===== src/pio_params.svh =====
// Summary of operation
// - mode/direction pairs: 00 normal, 01 pulled input, 10 output, 11 bare input.
// - after reset all 32 pins are normal function or pulled input.
// - pins normally active-high outputs get pulldown; others pullup or normal.
// - upper mode register covers pins 31..16, msb is pin 31, resets zero.
// - lower mode register covers pins 15..0, same order, resets zero.
// - direction one means input; zero means output, or normal with mode zero.
// - upper direction register covers pins 31..16 and resets to all ones.
// - lower direction register resets so pins 4..9 normal, others pulled inputs.
// - output pins drive their data bit uninverted.
// - input pins show the sampled pin level, uninverted, in data reads.
// - data registers map pins like mode registers; reset value undefined.
// - open drain: data bit held zero, direction bit carries the value.
// - strap low during reset returns the two strap pins to normal function.
// - normal-default pins pull up as inputs, except ready input pulls down.
// - a programmable pin is cut off from its normal peripheral function.
`ifndef PIO_PARAMS_SVH
`define PIO_PARAMS_SVH
`define PIO_IDX_MODE_LOW 8'h70
`define PIO_IDX_DIR_LOW 8'h72
`define PIO_IDX_LEVEL_LOW 8'h74
`define PIO_IDX_MODE_HIGH 8'h76
`define PIO_IDX_DIR_HIGH 8'h78
`define PIO_IDX_LEVEL_HIGH 8'h7A
`define PIO_RST_MODE 16'h0000
`define PIO_RST_DIR_LOW 16'hFC0F
`define PIO_RST_DIR_HIGH 16'hFFFF
`define PIO_RST_LEVEL 16'h0000
`define PIO_STRAP_MASK_HIGH 16'h2400
`define PIO_PULLDOWN_MASK 32'h00C00442
`define PIO_RESP_OKAY 2'h0
`define PIO_RESP_SLVERR 2'h2
`endif


===== src/pio_pkg.sv =====
package pio_pkg;
   typedef enum {
      PIO_SEL_MODE_LOW,
      PIO_SEL_DIR_LOW,
      PIO_SEL_LEVEL_LOW,
      PIO_SEL_MODE_HIGH,
      PIO_SEL_DIR_HIGH,
      PIO_SEL_LEVEL_HIGH,
      PIO_SEL_NONE
   } pio_sel_type;
endpackage


===== src/pio_block.sv =====
`timescale 1ns/10ps
`default_nettype none
`include "pio_params.svh"
module pio_block
   import pio_pkg::*;
(
   input wire logic CORE_CLK,
   input wire logic SYS_RST,
   input wire logic [11:0] AWADDR,
   input wire logic AWVALID,
   output logic AWREADY,
   input wire logic [31:0] WDATA,
   input wire logic [3:0] WSTRB,
   input wire logic WVALID,
   output logic WREADY,
   output logic [1:0] BRESP,
   output logic BVALID,
   input wire logic BREADY,
   input wire logic [11:0] ARADDR,
   input wire logic ARVALID,
   output logic ARREADY,
   output logic [31:0] RDATA,
   output logic [1:0] RRESP,
   output logic RVALID,
   input wire logic RREADY,
   input wire logic ADDRESS_ENABLE_STRAP_N,
   input wire logic [31:0] PIN_IN,
   output logic [31:0] PIN_OUT,
   output logic [31:0] PIN_OE,
   output logic [31:0] PULL_UP_EN,
   output logic [31:0] PULL_DOWN_EN,
   input wire logic [31:0] NORMAL_OUT,
   input wire logic [31:0] NORMAL_OE,
   output logic [31:0] NORMAL_IN
);

   // register index times four gives the byte address
   function automatic pio_sel_type pio_decode(input logic [11:0] addr);
      pio_sel_type sel;
      sel = PIO_SEL_NONE;
      if (addr[1:0] == 2'h0) begin
         case (addr[11:2])
            {2'h0, `PIO_IDX_MODE_LOW}: sel = PIO_SEL_MODE_LOW;
            {2'h0, `PIO_IDX_DIR_LOW}: sel = PIO_SEL_DIR_LOW;
            {2'h0, `PIO_IDX_LEVEL_LOW}: sel = PIO_SEL_LEVEL_LOW;
            {2'h0, `PIO_IDX_MODE_HIGH}: sel = PIO_SEL_MODE_HIGH;
            {2'h0, `PIO_IDX_DIR_HIGH}: sel = PIO_SEL_DIR_HIGH;
            {2'h0, `PIO_IDX_LEVEL_HIGH}: sel = PIO_SEL_LEVEL_HIGH;
            default: sel = PIO_SEL_NONE;
         endcase
      end
      return sel;
   endfunction

   function automatic logic [15:0] pio_merge(input logic [15:0] old, input logic [31:0] data,
                                             input logic [3:0] strb);
      return {strb[1] ? data[15:8] : old[15:8], strb[0] ? data[7:0] : old[7:0]};
   endfunction

   // write channel
   logic aw_full_ff, nxt_aw_full;
   logic [11:0] aw_addr_ff, nxt_aw_addr;
   logic w_full_ff, nxt_w_full;
   logic [31:0] w_data_ff, nxt_w_data;
   logic [3:0] w_strb_ff, nxt_w_strb;
   logic awready_ff, wready_ff, bvalid_ff, nxt_bvalid;
   logic [1:0] bresp_ff, nxt_bresp;
   logic wr_go;
   pio_sel_type wsel;

   assign wr_go = aw_full_ff & w_full_ff & ~bvalid_ff;
   assign wsel = pio_decode(aw_addr_ff);

   always_comb begin
      nxt_aw_full = aw_full_ff;
      nxt_aw_addr = aw_addr_ff;
      nxt_w_full = w_full_ff;
      nxt_w_data = w_data_ff;
      nxt_w_strb = w_strb_ff;
      nxt_bvalid = bvalid_ff & ~BREADY;
      nxt_bresp = bresp_ff;
      if (AWVALID & awready_ff) begin
         nxt_aw_full = 1'b1;
         nxt_aw_addr = AWADDR;
      end
      if (WVALID & wready_ff) begin
         nxt_w_full = 1'b1;
         nxt_w_data = WDATA;
         nxt_w_strb = WSTRB;
      end
      if (wr_go) begin
         nxt_aw_full = 1'b0;
         nxt_w_full = 1'b0;
         nxt_bvalid = 1'b1;
         nxt_bresp = (wsel == PIO_SEL_NONE) ? `PIO_RESP_SLVERR : `PIO_RESP_OKAY;
      end
   end

   always_ff @(posedge CORE_CLK) begin
      if (SYS_RST) begin
         aw_full_ff <= 1'b0;
         aw_addr_ff <= 12'h000;
         w_full_ff <= 1'b0;
         w_data_ff <= 32'h00000000;
         w_strb_ff <= 4'h0;
         awready_ff <= 1'b1;
         wready_ff <= 1'b1;
         bvalid_ff <= 1'b0;
         bresp_ff <= `PIO_RESP_OKAY;
      end else begin
         aw_full_ff <= nxt_aw_full;
         aw_addr_ff <= nxt_aw_addr;
         w_full_ff <= nxt_w_full;
         w_data_ff <= nxt_w_data;
         w_strb_ff <= nxt_w_strb;
         awready_ff <= ~nxt_aw_full;
         wready_ff <= ~nxt_w_full;
         bvalid_ff <= nxt_bvalid;
         bresp_ff <= nxt_bresp;
      end
   end

   // configuration and level registers
   logic [31:0] mode_ff, nxt_mode;
   logic [31:0] dir_ff, nxt_dir;
   logic [31:0] level_ff, nxt_level;
   logic [15:0] strap_mask;

   // strap is a plain input level; the sync reset samples it each reset cycle
   assign strap_mask = ADDRESS_ENABLE_STRAP_N ? 16'h0000 : `PIO_STRAP_MASK_HIGH;

   always_comb begin
      nxt_mode = mode_ff;
      nxt_dir = dir_ff;
      nxt_level = level_ff;
      if (wr_go) begin
         case (wsel)
            PIO_SEL_MODE_LOW: nxt_mode[15:0] = pio_merge(mode_ff[15:0], w_data_ff, w_strb_ff);
            PIO_SEL_MODE_HIGH: nxt_mode[31:16] = pio_merge(mode_ff[31:16], w_data_ff, w_strb_ff);
            PIO_SEL_DIR_LOW: nxt_dir[15:0] = pio_merge(dir_ff[15:0], w_data_ff, w_strb_ff);
            PIO_SEL_DIR_HIGH: nxt_dir[31:16] = pio_merge(dir_ff[31:16], w_data_ff, w_strb_ff);
            PIO_SEL_LEVEL_LOW: nxt_level[15:0] = pio_merge(level_ff[15:0], w_data_ff, w_strb_ff);
            PIO_SEL_LEVEL_HIGH: nxt_level[31:16] = pio_merge(level_ff[31:16], w_data_ff, w_strb_ff);
            default: nxt_mode = mode_ff;
         endcase
      end
   end

   always_ff @(posedge CORE_CLK) begin
      if (SYS_RST) begin
         mode_ff <= {`PIO_RST_MODE, `PIO_RST_MODE};
         dir_ff <= {`PIO_RST_DIR_HIGH & ~strap_mask, `PIO_RST_DIR_LOW};
         // data is undefined to software; zero keeps simulation clean
         level_ff <= {`PIO_RST_LEVEL, `PIO_RST_LEVEL};
      end else begin
         mode_ff <= nxt_mode;
         dir_ff <= nxt_dir;
         level_ff <= nxt_level;
      end
   end

   // pin logic
   // a literal cannot be bit-selected, so the mask lives in a named constant
   localparam logic [31:0] pulldown_mask = `PIO_PULLDOWN_MASK;
   logic [31:0] is_normal, is_out, is_pulled;
   logic [31:0] nxt_pin_out, nxt_pin_oe, nxt_pull_up, nxt_pull_down, nxt_normal_in;
   logic [31:0] pin_smp_ff, pin_out_ff, pin_oe_ff, pull_up_ff, pull_down_ff, normal_in_ff;
   logic [31:0] level_view;

   genvar gi;
   generate
      for (gi = 0; gi < 32; gi++) begin : g_pin
         assign is_normal[gi] = ~mode_ff[gi] & ~dir_ff[gi];
         assign is_out[gi] = mode_ff[gi] & ~dir_ff[gi];
         assign is_pulled[gi] = ~mode_ff[gi] & dir_ff[gi];
         assign nxt_pin_out[gi] = is_normal[gi] ? NORMAL_OUT[gi] : level_ff[gi];
         assign nxt_pin_oe[gi] = is_normal[gi] ? NORMAL_OE[gi] : is_out[gi];
         assign nxt_pull_up[gi] = is_pulled[gi] & ~pulldown_mask[gi];
         assign nxt_pull_down[gi] = is_pulled[gi] & pulldown_mask[gi];
         // peripheral sees a quiet zero once the pin is taken over
         assign nxt_normal_in[gi] = is_normal[gi] & PIN_IN[gi];
         assign level_view[gi] = is_out[gi] ? level_ff[gi] : pin_smp_ff[gi];
      end
   endgenerate

   always_ff @(posedge CORE_CLK) begin
      if (SYS_RST) begin
         pin_smp_ff <= 32'h00000000;
         pin_out_ff <= 32'h00000000;
         pin_oe_ff <= 32'h00000000;
         pull_up_ff <= 32'h00000000;
         pull_down_ff <= 32'h00000000;
         normal_in_ff <= 32'h00000000;
      end else begin
         pin_smp_ff <= PIN_IN;
         pin_out_ff <= nxt_pin_out;
         pin_oe_ff <= nxt_pin_oe;
         pull_up_ff <= nxt_pull_up;
         pull_down_ff <= nxt_pull_down;
         normal_in_ff <= nxt_normal_in;
      end
   end

   // read channel
   logic arready_ff, rvalid_ff, nxt_rvalid, rd_go;
   logic [31:0] rdata_ff, nxt_rdata;
   logic [1:0] rresp_ff, nxt_rresp;
   pio_sel_type rsel;

   assign rd_go = ARVALID & arready_ff;
   assign rsel = pio_decode(ARADDR);

   always_comb begin
      nxt_rvalid = rvalid_ff & ~RREADY;
      nxt_rdata = rdata_ff;
      nxt_rresp = rresp_ff;
      if (rd_go) begin
         nxt_rvalid = 1'b1;
         nxt_rresp = `PIO_RESP_OKAY;
         case (rsel)
            PIO_SEL_MODE_LOW: nxt_rdata = {16'h0000, mode_ff[15:0]};
            PIO_SEL_MODE_HIGH: nxt_rdata = {16'h0000, mode_ff[31:16]};
            PIO_SEL_DIR_LOW: nxt_rdata = {16'h0000, dir_ff[15:0]};
            PIO_SEL_DIR_HIGH: nxt_rdata = {16'h0000, dir_ff[31:16]};
            PIO_SEL_LEVEL_LOW: nxt_rdata = {16'h0000, level_view[15:0]};
            PIO_SEL_LEVEL_HIGH: nxt_rdata = {16'h0000, level_view[31:16]};
            default: begin
               nxt_rdata = 32'h00000000;
               nxt_rresp = `PIO_RESP_SLVERR;
            end
         endcase
      end
   end

   always_ff @(posedge CORE_CLK) begin
      if (SYS_RST) begin
         arready_ff <= 1'b1;
         rvalid_ff <= 1'b0;
         rdata_ff <= 32'h00000000;
         rresp_ff <= `PIO_RESP_OKAY;
      end else begin
         arready_ff <= ~nxt_rvalid;
         rvalid_ff <= nxt_rvalid;
         rdata_ff <= nxt_rdata;
         rresp_ff <= nxt_rresp;
      end
   end

   assign AWREADY = awready_ff;
   assign WREADY = wready_ff;
   assign BVALID = bvalid_ff;
   assign BRESP = bresp_ff;
   assign ARREADY = arready_ff;
   assign RVALID = rvalid_ff;
   assign RDATA = rdata_ff;
   assign RRESP = rresp_ff;
   assign PIN_OUT = pin_out_ff;
   assign PIN_OE = pin_oe_ff;
   assign PULL_UP_EN = pull_up_ff;
   assign PULL_DOWN_EN = pull_down_ff;
   assign NORMAL_IN = normal_in_ff;
endmodule // pio_block
`default_nettype wire


===== config.mk =====
export PLATFORM = sky130hd
export DESIGN_NAME = pio_block
export DESIGN_NICKNAME = d
export VERILOG_FILES = /design/src/pio_pkg.sv /design/src/pio_block.sv
export VERILOG_INCLUDE_DIRS = /design/src /design/src/src
export SDC_FILE = /design/constraint.sdc
export NUM_CORES = 1
export LEC_CHECK = 0
export BUFFER_PORTS_ARGS = -buffer_cell sky130_fd_sc_hd__buf_2
export CAP_MARGIN = 10
export CORE_MARGIN = 5
export CORE_UTILIZATION = 56
export DETAILED_ROUTE_END_ITERATION = 6
export PLACE_DENSITY = 0.91
export SLEW_MARGIN = 20
export SYNTH_ARGS = -nofsm -noshare
export SYNTH_HDL_FRONTEND = slang
export SYNTH_SLANG_ARGS = --single-unit
export TNS_END_PERCENT = 20

===== constraint.sdc =====
create_clock -name CORE_CLK -period 4.9 [get_ports CORE_CLK]
set_input_delay 0.98 -clock CORE_CLK [delete_from_list [all_inputs] [get_ports CORE_CLK]]
set_output_delay 0.98 -clock CORE_CLK [all_outputs]
set_load 0.01 [all_outputs]

==> metrics.cfg <==
[route]
drc = 0
vias = 10500
routed_wl_um = 35300
ant_nets = 0
drt_iter0_drc = 836
first_pass_iters = 5
wl_per_cell_um = 18.9
via_per_inst = 5.62

[critical_path]
cp-end-kind = flip-flop
r2r_slack_ns = 1.71
cp_num_buf_inv = 0
cp.depth = 4
r2r_end = level_ff[18]
critPathKind = flip-flop to flip-flop
slowest_stage = and3b_1
start_kind = flip-flop
path_cells = and3b_1, and4_1, nand3_1, mux2i_1
ff2ff_path_depth = 4
critPathRequiredTime_ns = 5.36
reg2reg_from = BVALID
cpPeakStageDelay_ns = 0.92
cp_max_fo = 20
crit_start = BVALID
arrival_ns = 3.66
cp_top_family = simple AND/OR/NAND/NOR gates
crit_end = level_ff[18]

[place]
dp_slack_ns = 1.42
post-dp-hpwl_um = 24100
portBuffers = 296
place.gp.congestion = 0.824

[floorplan]
core_mm2 = 0.0220
std_cell_rows = 54
die_y_um = 160
dieArea_mm2 = 0.0255
die_x_um = 160
ioPinCount = 365
start_util = 0.572

[clocking]
clk_pin_slew_ns = 0.06
cts_hold_buf = 0
cts_root_buffer = clkbuf_16
htreeDepth = 1
cts_resized = 0
clk_latency_ns = 0.56
tritoncts = done
cts.sinks = 311
clockBufferDepth = 3
cts_setup_buffers = 0
cts_buffers = 31

[finish]
regArea_mm2 = 0.00639
areaGrowthSynthToFinish_pct = 19.4
multiInputGateArea_mm2 = 0.00562
drive_gt1_frac = 0.259
fillers = 1621
nNetsFinal = 1724

[power_and_ir_drop]
seqPwrFrac = 0.498
intPower_mw = 4.14
leakage_nw = 6.64
power_density_mw_per_mm2 = 358
ir_drop_mv = 0.280
clkPwrFrac = 0.433
power_frac_comb = 0.069
power.switching_mw = 1.24
sw_frac_of_total = 0.230

[global_route]
track_usage = 0.262
first_global_vias = 10400
overflow = 0
grt_pass1_wl_um = 55100
antenna_found_initial = 5
grt_max_degree = 147

[timing]
period_share = 0.651
finalSetupViolCount = 0
finalWorstSetupSlack_ns = 1.71
min_period_ns = 3.19
fmax_ghz = 0.313
slew_violations = 0
slew_headroom = 0.305
whs_ns = 0.454
rsz0062_at_grt = no
fin_setup_tns_ns = 0
worst-slew-pin-transition_ns = 1.04
hold_violations = 0
fin_skew_ns = 0.0110

[synthesis]
postSynthRegisterBits = 311
synthArstFlopShare = 0
synth_cell_types = 46
ys.flop_type = dfxtp_1
synth_cells = 1296
ys_warn_count = 0
avgSynthCellArea_um2 = 9.70
synth_edf_count = 16
synth_area_mm2 = 0.0126
ys_seq_area_frac = 0.508

[flow_run]
maxCapViolations = 0

[hold_path]
min-delay-path-class = flip-flop to flip-flop

[run_status]
status = finished, final reports clean

-- kinds of logic (layout without fill, tap and decap cells) --
logic type / count (synthesis) / after routing / share of synthesized area
AOI/OAI and AO/OA: 263 / 263 / 0.148
buffers and inverters: 142 / 381 / 0.0598
DFF: 311 / 311 / 0.508
muxes: 92 / 92 / 0.0749
other: 1 / 52 / 0.000298
and+or+nand+nor: 487 / 487 / 0.209
-- power by group through the flow --
stage,clock network [mW],logic (mW),registers [mW]
6_report,2.33,0.370,2.68
5_1_grt,2.46,0.404,2.69
4_1_cts,2.35,0.368,2.68
3_5_place_dp,0,0.364,2.73
3_3_place_gp,0,0.355,2.73
2_1_floorplan,0,0.225,2.74
-- per-layer routing --
metal	routed length [um]	global-route usage
met2	16900	0.444
met4	1370	0.113
met3	3380	0.0621
met5	29	0
met1	13600	0.319
-- cell type report --
cell class	instances	area share
diodes	2	0.000333
flip-flops and latches	311	0.425
well taps	280	0.0233
multi-input cells	892	0.375
clock inverters	9	0.00684
inverters	19	0.00475
clock buffers	48	0.0599
repair buffers	305	0.105
-- cells in the mapped netlist (17+ instances only) --
master / instances / area, um2
a21bo_2: 17 / 170
a21oi_1: 86 / 430
and2_1: 35 / 219
buf_4: 50 / 375
clkbuf_1: 59 / 221
dfxtp_1: 295 / 5910
inv_1: 19 / 71.3
mux2i_1: 76 / 761
nand2_1: 117 / 439
nand2b_1: 93 / 582
nor2_1: 76 / 285
nor2b_1: 68 / 425
nor3_1: 43 / 215
nor3b_1: 18 / 135
o21ai_0: 66 / 330
o221ai_1: 22 / 193
-- through the flow --
stage / area (um2) / power [mW] / util / instances
finish: 15000 / 5.38 / 0.684 / 1866
global route: 15000 / 5.55 / 0.684 / 1866
detailed placement: 14000 / 3.10 / 0.637 / 1806
global placement: 14000 / 3.09 / 0.637 / 1806
CTS: 15000 / 5.40 / 0.683 / 1863
floorplan: 12800 / 2.96 / - / 1345
-- worst min-delay path by stage --
stage	startpoint	end	cells after the start	slack [ns]
6_report	aw_addr_ff[8]	aw_addr_ff[8]	2	0.45
5_1_grt	aw_addr_ff[8]	aw_addr_ff[8]	2	0.48
4_1_cts	aw_addr_ff[8]	aw_addr_ff[8]	2	0.46
3_5_place_dp	aw_addr_ff[8]	aw_addr_ff[8]	2	0.45
3_3_place_gp	aw_addr_ff[8]	aw_addr_ff[8]	2	0.44
2_1_floorplan	aw_addr_ff[8]	aw_addr_ff[8]	2	0.43
-- placed cells by master (no fill, tap or decap), drive strengths merged, types with 17 or more instances in the layout --
cell type and count:
buf 304, dfxtp 295, nand2 117, nand2b 93, a21oi 86, mux2i 76, nor2 76, nor2b 68
o21ai 66, conb 50, clkbuf 49, nor3 44, and2 35, o221ai 32, inv 21, nor3b 18
a21bo 17
-- worst register-to-register path, cell delays in order (launching register included) --
cell and delay, ns:
dfxtp_1 0.34, and3b_1 0.92, and4_1 0.73, nand3_1 0.72, mux2i_1 0.39
-- flip-flops by register name (all words and copies together), names as in the netlist, 2 cells and up --
name and cells:
w_data_ff 16, w_strb_ff 2, dir_ff 32, level_ff 32, PIN_OUT 32, RDATA 16
PULL_DOWN_EN 5, mode_ff 32, aw_addr_ff 12, NORMAL_IN 32, pin_smp_ff 32, PULL_UP_EN 27
PIN_OE 32
No activity file was read; power rests on OpenSTA's default activity.
